$ cat src/rivx_pkg.sv
// Purpose: shared constants and types for the reset and interrupt sequencer
// Assumes: 11-bit program counter, 8-bit data path
// Notes: none
`default_nettype none
package rivx_pkg;
	localparam int PC_W = 11;
	localparam int DATA_W = 8;
	localparam int STACK_DEPTH = 8;
	localparam logic [10:0] RESET_VECTOR = 11'h000;
	localparam logic [10:0] IRQ_VECTOR = 11'h008;
	localparam logic [7:0] WORK_RESET = 8'h00;
	localparam logic [7:0] FLAGS_RESET = 8'h00;
	localparam int TIMEOUT_BIT = 7;
	localparam int POWERDOWN_BIT = 6;
	localparam logic [7:0] CAUSE_MASK = 8'hc0;
	typedef enum logic [1:0] {
		RIVX_CAUSE_POWERON,
		RIVX_CAUSE_WATCHDOG,
		RIVX_CAUSE_EXTERNAL
	} rivx_cause_t;
	typedef enum {
		RIVX_ST_RESET,
		RIVX_ST_RUN
	} rivx_state_t;
endpackage : rivx_pkg
`default_nettype wire

$ cat src/rivx_stack_if.sv
// Purpose: carrier between the sequencer and its return-address stack
// Assumes: one clock
// Notes: push acts on every cycle it is high, pop on every such cycle the stack is not empty; either may stay high for many cycles
`timescale 1ns/1ps
`default_nettype none
interface rivx_stack_if;
	logic push;
	logic pop;
	logic clear;
	logic [10:0] push_data;
	logic [10:0] top_data;
	logic empty;
	logic full;
	modport seq (output push, output pop, output clear, output push_data,
		input top_data, input empty, input full);
	modport stk (input push, input pop, input clear, input push_data,
		output top_data, output empty, output full);
endinterface : rivx_stack_if
`default_nettype wire
$ cat src/rivx_seq.sv
// Purpose: reset and interrupt program-flow sequencer of a small 8-bit core
// Assumes: core pulses instr_done_in once per retired instruction
// Notes: the external reset pin passes two flip-flops first
// What this block does
// - any reset fetches from reset vector
// - power-on reset: timeout set, powerdown clear
// - watchdog reset: both cause flags clear
// - external reset: both cause flags set
// - program counter loaded with reset vector
// - all system registers but the shared input bit return to defaults; that bit resets on power-on only
// - interrupt pushes pc, jumps to vector
// - save/restore work and flags, not cause
// - save buffer is one level only
// - reset pin active low, idles high
// - disabled reset pin is plain input bit
// - return stack holds eight levels
`timescale 1ns/1ps
`default_nettype none
module rivx_seq (
	input wire logic clk_in,
	input wire logic reset_n_in,
	input wire logic ext_reset_pin_n_in,
	input wire logic ext_reset_enable_in,
	input wire logic watchdog_overflow_in,
	input wire logic instr_done_in,
	input wire logic [10:0] next_pc_in,
	input wire logic irq_request_in,
	input wire logic save_in,
	input wire logic restore_in,
	input wire logic return_from_interrupt_in,
	input wire logic [7:0] work_register_in,
	input wire logic [7:0] program_flags_reg_in,
	output logic [10:0] pc_out,
	output logic pc_load_out,
	output logic irq_ack_out,
	output logic core_reset_out,
	output logic timeout_flag_out,
	output logic powerdown_flag_out,
	output logic [7:0] work_register_out,
	output logic [7:0] program_flags_reg_out,
	output logic restore_valid_out,
	output logic shared_reset_input_bit_out
);
	////////////////////////////////////////////////////////////////////////////
	// pin synchroniser; first stage read only by the second
	logic pin_s1_ff;
	logic pin_s2_ff;
	always_ff @(posedge clk_in) begin
		if (!reset_n_in) begin
			pin_s1_ff <= 1'b1;
			pin_s2_ff <= 1'b1;
		end else begin
			pin_s1_ff <= ext_reset_pin_n_in;
			pin_s2_ff <= pin_s1_ff;
		end
	end
	wire logic ext_reset_req = ext_reset_enable_in && !pin_s2_ff;
	wire logic any_reset = !reset_n_in || watchdog_overflow_in || ext_reset_req;
	// a held watchdog request holds the core in reset, like the pin
	// watchdog wins over pin so the cause matches the source that fired first in practice
	wire rivx_pkg::rivx_cause_t cause =
		!reset_n_in ? rivx_pkg::RIVX_CAUSE_POWERON :
		watchdog_overflow_in ? rivx_pkg::RIVX_CAUSE_WATCHDOG :
		rivx_pkg::RIVX_CAUSE_EXTERNAL;
	////////////////////////////////////////////////////////////////////////////
	// every reset empties the stack so no stale return address survives
	rivx_stack_if st ();
	rivx_stack #(.DEPTH(rivx_pkg::STACK_DEPTH)) u_stack (
		.clk_in(clk_in),
		.reset_n_in(reset_n_in),
		.st(st)
	);
	rivx_pkg::rivx_state_t state_ff;
	wire logic running = (state_ff == rivx_pkg::RIVX_ST_RUN);
	wire logic take_irq = running && instr_done_in && irq_request_in;
	// irq beats return on one edge; the core must issue the return again
	wire logic take_ret = running && return_from_interrupt_in && !take_irq
		&& !st.empty;
	assign st.clear = any_reset;
	assign st.push = take_irq && !any_reset;
	assign st.push_data = next_pc_in;
	assign st.pop = take_ret && !any_reset;
	wire logic [7:0] save_flags = program_flags_reg_in & ~rivx_pkg::CAUSE_MASK;
	////////////////////////////////////////////////////////////////////////////
	// a restore on the same edge as a save still returns the older contents
	logic [7:0] save_work_ff;
	logic [7:0] save_flags_ff;
	always_ff @(posedge clk_in) begin
		if (any_reset) begin
			state_ff <= rivx_pkg::RIVX_ST_RESET;
			pc_out <= rivx_pkg::RESET_VECTOR;
			pc_load_out <= 1'b1;
			irq_ack_out <= 1'b0;
			core_reset_out <= 1'b1;
			restore_valid_out <= 1'b0;
			save_work_ff <= rivx_pkg::WORK_RESET;
			save_flags_ff <= rivx_pkg::FLAGS_RESET;
			work_register_out <= rivx_pkg::WORK_RESET;
			program_flags_reg_out <= rivx_pkg::FLAGS_RESET;
		end else begin
			state_ff <= rivx_pkg::RIVX_ST_RUN;
			core_reset_out <= 1'b0;
			irq_ack_out <= take_irq;
			pc_load_out <= take_irq || take_ret;
			if (take_irq)
				pc_out <= rivx_pkg::IRQ_VECTOR;
			else if (take_ret)
				pc_out <= st.top_data;
			if (save_in) begin
				save_work_ff <= work_register_in;
				save_flags_ff <= save_flags;
			end
			restore_valid_out <= restore_in;
			if (restore_in) begin
				work_register_out <= save_work_ff;
				program_flags_reg_out <= save_flags_ff;
			end
		end
	end
	////////////////////////////////////////////////////////////////////////////
	// cause flags are written only on a reset and hold their value between resets
	always_ff @(posedge clk_in) begin
		if (any_reset) begin
			case (cause)
				rivx_pkg::RIVX_CAUSE_POWERON: begin
					timeout_flag_out <= 1'b1;
					powerdown_flag_out <= 1'b0;
				end
				rivx_pkg::RIVX_CAUSE_WATCHDOG: begin
					timeout_flag_out <= 1'b0;
					powerdown_flag_out <= 1'b0;
				end
				rivx_pkg::RIVX_CAUSE_EXTERNAL: begin
					timeout_flag_out <= 1'b1;
					powerdown_flag_out <= 1'b1;
				end
				default: begin
					timeout_flag_out <= 1'b1;
					powerdown_flag_out <= 1'b0;
				end
			endcase
		end
	end
	// with the reset function off the pin is a bare input; no pull-up, no wakeup here
	always_ff @(posedge clk_in) begin
		if (!reset_n_in)
			shared_reset_input_bit_out <= 1'b1;
		else
			shared_reset_input_bit_out <= ext_reset_enable_in ? 1'b1 : pin_s2_ff;
	end
	////////////////////////////////////////////////////////////////////////////
	// flow checks on what this block drives
	a_por_flags: assert property (
		@(posedge clk_in) !reset_n_in
		|=> timeout_flag_out && !powerdown_flag_out && pc_out == rivx_pkg::RESET_VECTOR)
		else $error("power-on cause flags wrong");
	a_wdt_flags: assert property (
		@(posedge clk_in) reset_n_in && watchdog_overflow_in
		|=> !timeout_flag_out && !powerdown_flag_out)
		else $error("watchdog cause flags wrong");
	a_ext_flags: assert property (
		@(posedge clk_in) reset_n_in && !watchdog_overflow_in
		&& ext_reset_enable_in && !pin_s2_ff |=> timeout_flag_out && powerdown_flag_out)
		else $error("external cause flags wrong");
	a_reset_vector: assert property (
		@(posedge clk_in) any_reset
		|=> pc_load_out && pc_out == rivx_pkg::RESET_VECTOR && core_reset_out)
		else $error("reset did not load reset vector");
	a_core_release: assert property (
		@(posedge clk_in) !any_reset
		|=> !core_reset_out)
		else $error("core reset held without a source");
	a_stack_clear: assert property (
		@(posedge clk_in) any_reset
		|=> st.empty)
		else $error("stack not emptied by reset");
	a_flags_hold: assert property (
		@(posedge clk_in) !any_reset
		|=> $stable(timeout_flag_out) && $stable(powerdown_flag_out))
		else $error("cause flags changed outside reset");
	a_irq_vector: assert property (
		@(posedge clk_in) disable iff (!reset_n_in)
		take_irq && !any_reset |=> irq_ack_out && pc_out == rivx_pkg::IRQ_VECTOR)
		else $error("interrupt did not vector");
	a_ack_pulse: assert property (
		@(posedge clk_in) disable iff (!reset_n_in)
		irq_ack_out && !take_irq |=> !irq_ack_out)
		else $error("interrupt ack stood too long");
	a_irq_boundary: assert property (
		@(posedge clk_in) disable iff (!reset_n_in)
		irq_ack_out |-> $past(instr_done_in))
		else $error("interrupt taken off boundary");
	a_irq_refused: assert property (
		@(posedge clk_in) !running
		|=> !irq_ack_out)
		else $error("interrupt taken before run");
	a_push_data: assert property (
		@(posedge clk_in) disable iff (!reset_n_in)
		st.push |=> st.top_data == $past(next_pc_in))
		else $error("stack did not keep next pc");
	a_full_hold: assert property (
		@(posedge clk_in) disable iff (!reset_n_in)
		st.full && st.push |=> st.full)
		else $error("full stack lost its count");
	a_ret_resume: assert property (
		@(posedge clk_in) disable iff (!reset_n_in)
		take_irq && !any_reset ##1 (take_ret && !any_reset && !take_irq)
		|=> pc_out == $past(next_pc_in, 2))
		else $error("return did not resume saved pc");
	a_ret_empty: assert property (
		@(posedge clk_in) disable iff (!reset_n_in)
		return_from_interrupt_in && st.empty && !take_irq && !any_reset
		|=> !pc_load_out)
		else $error("return from empty stack loaded pc");
	a_save_restore: assert property (
		@(posedge clk_in) disable iff (!reset_n_in)
		save_in && !any_reset ##1 (restore_in && !save_in && !any_reset)
		|=> work_register_out == $past(work_register_in, 2)
		&& program_flags_reg_out == ($past(program_flags_reg_in, 2) & ~rivx_pkg::CAUSE_MASK))
		else $error("save buffer restore wrong");
	a_save_overwrite: assert property (
		@(posedge clk_in) disable iff (!reset_n_in)
		save_in && !any_reset ##1 save_in && !any_reset
		##1 (restore_in && !save_in && !any_reset)
		|=> work_register_out == $past(work_register_in, 2))
		else $error("second save did not overwrite");
	a_restore_pulse: assert property (
		@(posedge clk_in) disable iff (!reset_n_in)
		restore_in && !any_reset |=> restore_valid_out)
		else $error("restore not flagged");
	a_pin_input: assert property (
		@(posedge clk_in) disable iff (!reset_n_in)
		!ext_reset_enable_in ##1 !ext_reset_enable_in
		|-> shared_reset_input_bit_out == $past(pin_s2_ff))
		else $error("shared input bit wrong");
	a_pin_disabled: assert property (
		@(posedge clk_in) reset_n_in && !watchdog_overflow_in && !ext_reset_enable_in
		|=> !core_reset_out)
		else $error("disabled pin caused a reset");
	c_irq: cover property (@(posedge clk_in) irq_ack_out);
	c_ret: cover property (@(posedge clk_in) take_ret);
	c_wdt: cover property (@(posedge clk_in) reset_n_in && watchdog_overflow_in);
	c_ext: cover property (@(posedge clk_in) reset_n_in && ext_reset_req);
	c_stack_full: cover property (@(posedge clk_in) st.full && st.push);
endmodule : rivx_seq
`default_nettype wire

$ cat src/rivx_stack.sv
// Purpose: return-address stack for interrupt entry
// Assumes: push and pop never in the same cycle
// Notes: a push when full drops the oldest entry (wraps)
`timescale 1ns/1ps
`default_nettype none
module rivx_stack #(
	parameter int DEPTH = rivx_pkg::STACK_DEPTH
) (
	input wire logic clk_in,
	input wire logic reset_n_in,
	rivx_stack_if.stk st
);
	localparam int PW = $clog2(DEPTH);
	if (DEPTH < 2 || (1 << PW) != DEPTH) begin : g_bad_depth
		$error("stack depth must be a power of two");
	end
	logic [10:0] mem [DEPTH];
	logic [PW-1:0] ptr_ff;
	logic [PW:0] cnt_ff;
	wire logic [PW-1:0] top_idx = ptr_ff - 1'b1;
	assign st.top_data = mem[top_idx];
	assign st.empty = (cnt_ff == '0);
	assign st.full = (cnt_ff == (PW+1)'(DEPTH));
	always_ff @(posedge clk_in) begin
		if (st.push)
			mem[ptr_ff] <= st.push_data;
	end
	always_ff @(posedge clk_in) begin
		if (!reset_n_in || st.clear) begin
			ptr_ff <= '0;
			cnt_ff <= '0;
		end else if (st.push) begin
			ptr_ff <= ptr_ff + 1'b1;
			cnt_ff <= st.full ? cnt_ff : cnt_ff + 1'b1;
		end else if (st.pop && !st.empty) begin
			ptr_ff <= top_idx;
			cnt_ff <= cnt_ff - 1'b1;
		end
	end
endmodule : rivx_stack
`default_nettype wire

$ cat config.mk
export PLATFORM = sky130hd
export DESIGN_NAME = rivx_seq
export DESIGN_NICKNAME = d
export VERILOG_FILES = /design/src/rivx_pkg.sv /design/src/rivx_stack_if.sv /design/src/rivx_seq.sv /design/src/rivx_stack.sv
export SDC_FILE = /design/constraint.sdc
export NUM_CORES = 1
export LEC_CHECK = 0
export BUFFER_PORTS_ARGS = -buffer_cell sky130_fd_sc_hd__buf_2
export CAP_MARGIN = 20
export CORE_UTILIZATION = 35
export DETAILED_ROUTE_END_ITERATION = 8
export PLACE_DENSITY_LB_ADDON = 0.08
export SYNTH_ARGS = -nofsm -noshare
export SYNTH_HDL_FRONTEND = slang
export SYNTH_SLANG_ARGS = --single-unit
$ cat constraint.sdc
create_clock -name clk_in -period 6.4 [get_ports clk_in]
set_input_delay 0.96 -clock clk_in [delete_from_list [all_inputs] [get_ports clk_in]]
set_output_delay 0.96 -clock clk_in [all_outputs]
set_load 0.02 [all_outputs]
==> impl_metrics.env, run 1 <==
export IMPL_synth_compound_area_share_pct=4.56
export IMPL_drt_iter0_markers=177
export IMPL_synth_edff_count=90
export IMPL_antennaDiodeCount=0
export IMPL_dr_max_layer_used="met5"
export IMPL_m1WireLength_mm=5.20
export IMPL_drtAntennaViolNets=0
export IMPL_tns_ns=0
export IMPL_area_growth_pct=21.1
export IMPL_regToRegSetupSlack_ns=3.63
export IMPL_syn_area_mm2=0.00552
export IMPL_netlist_instances=350
export IMPL_holdBufCountCts=0
export IMPL_core_area_mm2=0.0153
export IMPL_skew_ns=0.0189
export IMPL_cellPowerDensity_mw_per_mm2=304
export IMPL_p_comb_share_pct=4.0
export IMPL_synthMuxAreaShare_pct=16.3
export IMPL_peakVddDrop_mv=0.180
export IMPL_first_pass_iters=4
export IMPL_power_uw=2030
export IMPL_clk_pin_slew_ns=0.06
export IMPL_yosysSeqAreaShare_pct=68.6
export IMPL_clk_latency_ns=0.42
export IMPL_num_rows=45
export IMPL_crit_arrival_ns=3.14
export IMPL_postSynth_asyncResetShare_pct=0
export IMPL_gr_total_overflow=0
export IMPL_synth_adder_area_share_pct=0.907
export IMPL_drc=0
export IMPL_antenna_found_initial=1
export IMPL_crit_chain="buf_2 > nand2b_1 > nor2_4 > inv_1 > nor2_2 > clkinv_1 > ha_1 > a31o_2 > nor4_1 > o31ai_1 > nor3b_1"
export IMPL_maxSlewViolCount=0
export IMPL_drive_gt1_share_pct=32.0
export IMPL_critPathTopFamily="simple AND/OR/NAND/NOR gates"
export IMPL_synth_avg_cell_area_um2=15.8
export IMPL_period_minus_slack_ns=2.85
export IMPL_finalCritPeriodShare_pct=44.5
export IMPL_yosys_register_bits=144
export IMPL_start_util_pct=36.0
export IMPL_hp_class="reg2reg"
export IMPL_switching_share_pct=21.2
export IMPL_r2r_start="u_stack.ptr_ff[0]$_SDFFE_PP0P_"
export IMPL_r2r_cells=7
export IMPL_r2r_end="pc_out[3]$_SDFFE_PP0P_"
export IMPL_wl_met2_mm=5.48
export IMPL_cts_sinks=144
export IMPL_yosys_area_share_simple_pct=6.39
export IMPL_pwr_share_seq_pct=49.1
export IMPL_final_core_util_pct=43.6
export IMPL_whs_path_depth=1
export IMPL_cts_resized=0
export IMPL_grt_pass1_vias=3239
export IMPL_worst_pin_slew_ns=0.917
export IMPL_postCtsSetupRepairBufs=0
export IMPL_status="complete, no violations"
export IMPL_htree_num_levels=4
export IMPL_rsz0062_at_grt="no"
export IMPL_internal_power_uw=1600
export IMPL_yosysWarningCount=0
export IMPL_cts_tree="done"
export IMPL_grt_max_degree=40
export IMPL_worst_path_max_delay_cell="ha_1"
export IMPL_die_area_mm2=0.0163
export IMPL_clock_fmax_mhz=351
export IMPL_end_kind="flop"
export IMPL_grt_pass1_wl_mm=17.8
export IMPL_vias=3087
export IMPL_routed_wirelength_mm=11.3
export IMPL_nNetsFinal=466
export IMPL_max_slew_margin_rel_pct=38.8
export IMPL_synth_top_family_by_area="multiplexers"
export IMPL_wire_per_inst_um=17.4
export IMPL_clockRootBuffer="clkbuf_16"
export IMPL_globalRouteTotalUtil_pct=15.4
export IMPL_die_x_um=128
export IMPL_wl_met3_um=425
export IMPL_path_class="in2reg"
export IMPL_p_switching_uw=430
export IMPL_finalSetupViolations=0
export IMPL_die_h_um=128
export IMPL_slowest_delay_ns=0.40
export IMPL_detail_route_vias_per_cell=4.76
export IMPL_place_congestion=0.782
export IMPL_cp_max_fo=7
export IMPL_cap_violations=0
export IMPL_cp_buffers_inverters=3
export IMPL_clockBufferDepth=2
export IMPL_p_clk_share_pct=46.9
export IMPL_synth_xor_area_share_pct=0.635
export IMPL_cp_start_kind="input port"
export IMPL_numPortBuffers=66
export IMPL_numCtsBuffers=17
export IMPL_leakage_uw=0.00250
export IMPL_cp_required_ns=6.69
export IMPL_dp_hpwl_mm=6.99
export IMPL_hold_viol=0
export IMPL_io_pin_count=71
export IMPL_hold_end="pin_s2_ff$_SDFF_PN1_"
export IMPL_synth_ff_type="edfxtp_1"
export IMPL_netlist_cell_type_count=46
export IMPL_hp_start="pin_s1_ff$_SDFF_PN1_"
worst register-to-register path, cell delays in order, from the launching register on:
cell      delay [ns]
dfxtp_1         0.30
buf_4           0.44
inv_1           0.19
ha_1            0.65
buf_4           0.34
mux4_2          0.32
mux2i_1         0.25
a211oi_1        0.12
through the flow:
step / instance area [um2] / hold slack, ns / instances / worst slack (ns)
after global placement: 6090 / 0.391 / 617 / 3.16
after global routing: 6680 / 0.424 / 649 / 3.36
final: 6680 / 0.413 / 649 / 3.55
after detailed placement: 6090 / 0.398 / 617 / 3.11
after CTS: 6680 / 0.416 / 649 / 3.50
after floorplan: 5520 / 0.386 / 351 / 3.19
metal layers:
metal,vias up,track usage [%]
li1,1480,-
met1,1526,18.9
met2,61,24.8
met3,18,4.52
met4,2,7.42
met5,-,0
sequential cells by signal, summed over array words and instances (netlist names):
signal / cells
core_reset_out: 1
irq_ack_out: 1
pc_load_out: 1
pc_out: 11
pin_s1_ff: 1
pin_s2_ff: 1
powerdown_flag_out: 1
program_flags_reg_out: 6
restore_valid_out: 1
save_flags_ff: 6
save_work_ff: 8
shared_reset_input_bit_out: 1
state_ff: 1
timeout_flag_out: 1
u_stack.cnt_ff: 4
u_stack.mem: 88
u_stack.ptr_ff: 3
work_register_out: 8
final cells by class:
cell class                 count  area [um2]
clock buffer                  22         519
clock inverter                10        70.1
fill                        1436        8630
inverter                       8        30.0
multi-input combinational    177        1600
sequential                   144        3780
tap                          211         264
timing repair buffer          77         413
logic make-up after synthesis:
group                    Yosys count
adder cells (fa/ha/maj)            4
flip-flops                       144
AND/OR/NAND/NOR                   71
buffers and inverters             30
AO/OA/AOI/OAI                     34
other                              1
multiplexers                      62
XOR/XNOR                           4
cells in the final DEF (no fill, tap or decap), types with 2 or more instances in the layout:
cell,n
nand2_1,10
clkinv_2,4
o32a_1,2
a21oi_1,3
nor2_2,2
dfxtp_1,54
o2bb2ai_1,10
mux2i_1,39
nor3_1,4
buf_2,66
edfxtp_1,90
xnor2_1,2
xor2_1,2
buf_4,11
ha_1,4
nand2b_1,4
clkbuf_16,20
o21ai_0,6
nand3_1,6
conb_1,2
a31oi_1,4
and3_1,2
nor2_1,32
inv_1,7
a211oi_1,2
mux4_2,22
clkinv_4,4
Yosys cell counts (all sizes together), types with 2 or more instances:
master | instances | area [um2]
ha | 4 | 50.1
nor4 | 2 | 12.5
a31oi | 4 | 25.0
a211oi | 2 | 15.0
and3 | 3 | 23.8
o21ai | 6 | 30.0
nand2 | 10 | 37.5
edfxtp | 90 | 2700
xnor2 | 2 | 17.5
xor2 | 2 | 17.5
nand2b | 4 | 25.0
mux2i | 39 | 390
dfxtp | 54 | 1080
buf | 13 | 80.1
o32a | 2 | 20.0
nor2 | 35 | 141
inv | 7 | 26.3
a21oi | 3 | 15.0
nand3 | 6 | 30.0
clkbuf | 9 | 33.8
mux4 | 22 | 495
o2bb2ai | 10 | 87.6
nor3 | 5 | 36.3
worst max-delay path by stage:
stage	startpoint	to	depth (start not counted)
finish	watchdog_overflow_in	u_stack.cnt_ff[3]$_SDFFE_PP0P_	11
global route	watchdog_overflow_in	u_stack.cnt_ff[3]$_SDFFE_PP0P_	11
CTS	u_stack.ptr_ff[0]$_SDFFE_PP0P_	pc_out[3]$_SDFFE_PP0P_	7
detailed placement	watchdog_overflow_in	u_stack.cnt_ff[3]$_SDFFE_PP0P_	11
global placement	watchdog_overflow_in	u_stack.cnt_ff[3]$_SDFFE_PP0P_	11
floorplan	watchdog_overflow_in	u_stack.mem[0][0]$_DFFE_PP_	6
power by group through the flow:
stage | sequential, uW | combinational, uW | clock (uW)
final | 998 | 81.7 | 955
after global routing | 999 | 90.6 | 1020
after CTS | 998 | 83.9 | 982
after detailed placement | 1020 | 83.6 | 0
after global placement | 1020 | 81.9 | 0
after floorplan | 1020 | 50.3 | 0
(Power assumes the default switching activity.)
==> run 2, diff against run 1 <==
clock period = 2.3 ns   (was 6.4 ns; I/O delays follow)
==> run 2 against run 1 <==
Sequential power rose to 2.8 times the previous value; routed wire length increased by 1.4%; clock-buffer cell count grew 2; first-iteration DRC count shrank 35%; critical endpoint unchanged; total power rose to 2.9 times the previous value; highest routed layer is now met4; core utilization up 1.1 points; final cell count grew 2.3%; via count rose by 2.2%; critical path depth is the same; worst hold slack lost 0.30 ns; die area unchanged; non-clock buffer count rose by 15.
==> impl_metrics.env, run 2 (synthesis gave the netlist of run 1 again) <==
export IMPL_status="complete, no violations"
export IMPL_cap_violations=0
export IMPL_cts_tree="done"
export IMPL_clockBufferDepth=2
export IMPL_grt_pass1_vias=3242
export IMPL_nNetsFinal=481
export IMPL_drive_gt1_share_pct=34.2
export IMPL_grt_pass1_wl_mm=18.2
export IMPL_detail_route_vias_per_cell=4.75
export IMPL_numPortBuffers=66
export IMPL_seqCellArea_mm2=0.00378
export IMPL_final_core_util_pct=44.7
export IMPL_gr_total_overflow=0
export IMPL_clockRootBuffer="clkbuf_16"
export IMPL_layout_commonest_cell="edfxtp_1"
export IMPL_numCtsBuffers=17
export IMPL_finalSetupViolations=0
export IMPL_routed_wirelength_mm=11.5
export IMPL_antenna_found_initial=0
export IMPL_drt_iter0_markers=115
export IMPL_reg_largest_list="u_stack.mem x88, pc_out x11"
export IMPL_cts_sinks=144
export IMPL_worst_pin_slew_ns=0.525
export IMPL_dp_hpwl_mm=7.11
export IMPL_drtAntennaViolNets=0
export IMPL_switching_share_pct=20.7
export IMPL_htree_num_levels=4
export IMPL_clock_fmax_mhz=505
export IMPL_setup_slack_ns=0.319
export IMPL_hp_class="in2reg"
export IMPL_multi_input_area_mm2=0.00161
export IMPL_postCtsSetupRepairBufs=0
export IMPL_cellPowerDensity_mw_per_mm2=848
export IMPL_final_cell_mix="90 x edfxtp_1, 66 x buf_2, 53 x dfxtp_1, 39 x mux2i_1, 33 x nor2_1"
export IMPL_grt_max_degree=40
export IMPL_end_kind="flop"
export IMPL_crit_arrival_ns=2.26
export IMPL_leakage_uw=0.00260
export IMPL_p_switching_uw=1200
export IMPL_die_area_mm2=0.0163
export IMPL_internal_power_uw=4600
export IMPL_wire_per_inst_um=17.3
export IMPL_place_congestion=0.755
export IMPL_num_rows=45
export IMPL_die_x_um=128
export IMPL_clk_pin_slew_ns=0.06
export IMPL_clk_latency_ns=0.41
export IMPL_skew_ns=0.00688
export IMPL_cts_resized=0
export IMPL_period_minus_slack_ns=1.98
export IMPL_first_pass_iters=4
export IMPL_p_clk_share_pct=48.1
export IMPL_place_worst_setup_slack_ns=0.00312
export IMPL_globalRouteTotalUtil_pct=15.6
export IMPL_io_pin_count=71
export IMPL_max_slew_margin_rel_pct=65.0
export IMPL_pwr_share_seq_pct=47.8
export IMPL_regMostFlops="u_stack.mem"
export IMPL_rsz0062_at_grt="no"
export IMPL_start_util_pct=36.0
export IMPL_fillCellCount=1413
export IMPL_hold_viol=0
export IMPL_peakVddDrop_mv=0.510
export IMPL_tns_ns=0
export IMPL_holdBufCountCts=0
export IMPL_drc=0
export IMPL_antennaDiodeCount=0
export IMPL_maxSlewViolCount=0
export IMPL_core_area_mm2=0.0153
export IMPL_cp_max_fo=3
export IMPL_largest_reg_flops=88
export IMPL_p_comb_share_pct=4.1
export IMPL_path_class="reg2reg"
export IMPL_vias=3155
export IMPL_die_h_um=128
export IMPL_cp_start_kind="flop"
export IMPL_area_growth_pct=24.1
export IMPL_finalCritPeriodShare_pct=86.1
export IMPL_cp_required_ns=2.58
## run 2: cell types whose count changed in the layout (fill, tap and decap cells not counted), sizes merged
cell    previous run  this run
clkbuf            22        24
clkinv             9         3
inv                9        13
buf               77        92
## run 2: stage by stage
stage | power (uW) | hold slack [ns] | cells | cell area (um2)
after floorplan | 2980 | 0.386 | 351 | 5530
after global placement | 3070 | 0.388 | 632 | 6220
after detailed placement | 3070 | 0.401 | 632 | 6220
after CTS | 5890 | 0.0853 | 664 | 6840
after global routing | 6020 | 0.0955 | 664 | 6850
final | 5810 | 0.111 | 664 | 6850
## run 2: worst max-delay path, stage by stage, from the launching register on
cell,delay [ns]
dfxtp_1,0.34
nor2b_1,0.08
nor2_4,0.08
inv_1,0.06
nor2_2,0.12
clkinv_1,0.12
ha_1,0.31
buf_4,0.14
o21ai_0,0.07
a32oi_1,0.09
a2111oi_0,0.35
nor3b_1,0.10
## run 2: path summary, 6_finish.rpt
| check | from | endpoint | slack, ns | cells past startpoint |
|---|---|---|---|---|
| setup / recovery | pin_s2_ff$_SDFF_PN1_ | u_stack.cnt_ff[3]$_SDFFE_PP0P_ | 0.32 | 11 |
| setup reg to reg | pin_s2_ff$_SDFF_PN1_ | u_stack.cnt_ff[3]$_SDFFE_PP0P_ | 0.32 | 11 |
| hold reg to reg | pin_s1_ff$_SDFF_PN1_ | pin_s2_ff$_SDFF_PN1_ | 0.41 | 1 |
| hold / removal | ext_reset_pin_n_in | pin_s1_ff$_SDFF_PN1_ | 0.11 | 2 |
## run 2: power by group through the flow
| stage | sequential [uW] | combinational, uW | clock [uW] |
|---|---|---|---|
| 6_report | 2780 | 236 | 2790 |
| 5_1_grt | 2780 | 263 | 2980 |
| 4_1_cts | 2780 | 242 | 2870 |
| 3_5_place_dp | 2830 | 241 | 0 |
| 3_3_place_gp | 2830 | 237 | 0 |
| 2_1_floorplan | 2840 | 141 | 0 |
## run 2: cell type report
cell class | instances | share of cell area, %
flip-flops and latches | 144 | 55.3
repair buffers | 92 | 7.86
clock inverters | 8 | 0.786
inverters | 8 | 0.439
clock buffers | 24 | 8.30
well taps | 211 | 3.86
multi-input cells | 177 | 23.5
## run 2: routing by layer
layer  track usage, %  vias up  part of all wire (%)
met5                0        -                     0
met3             5.23       10                   4.6
li1                 -     1513                     -
met1             20.0     1567                    46
met4             6.37        0                   1.2
met2             24.3       65                    48
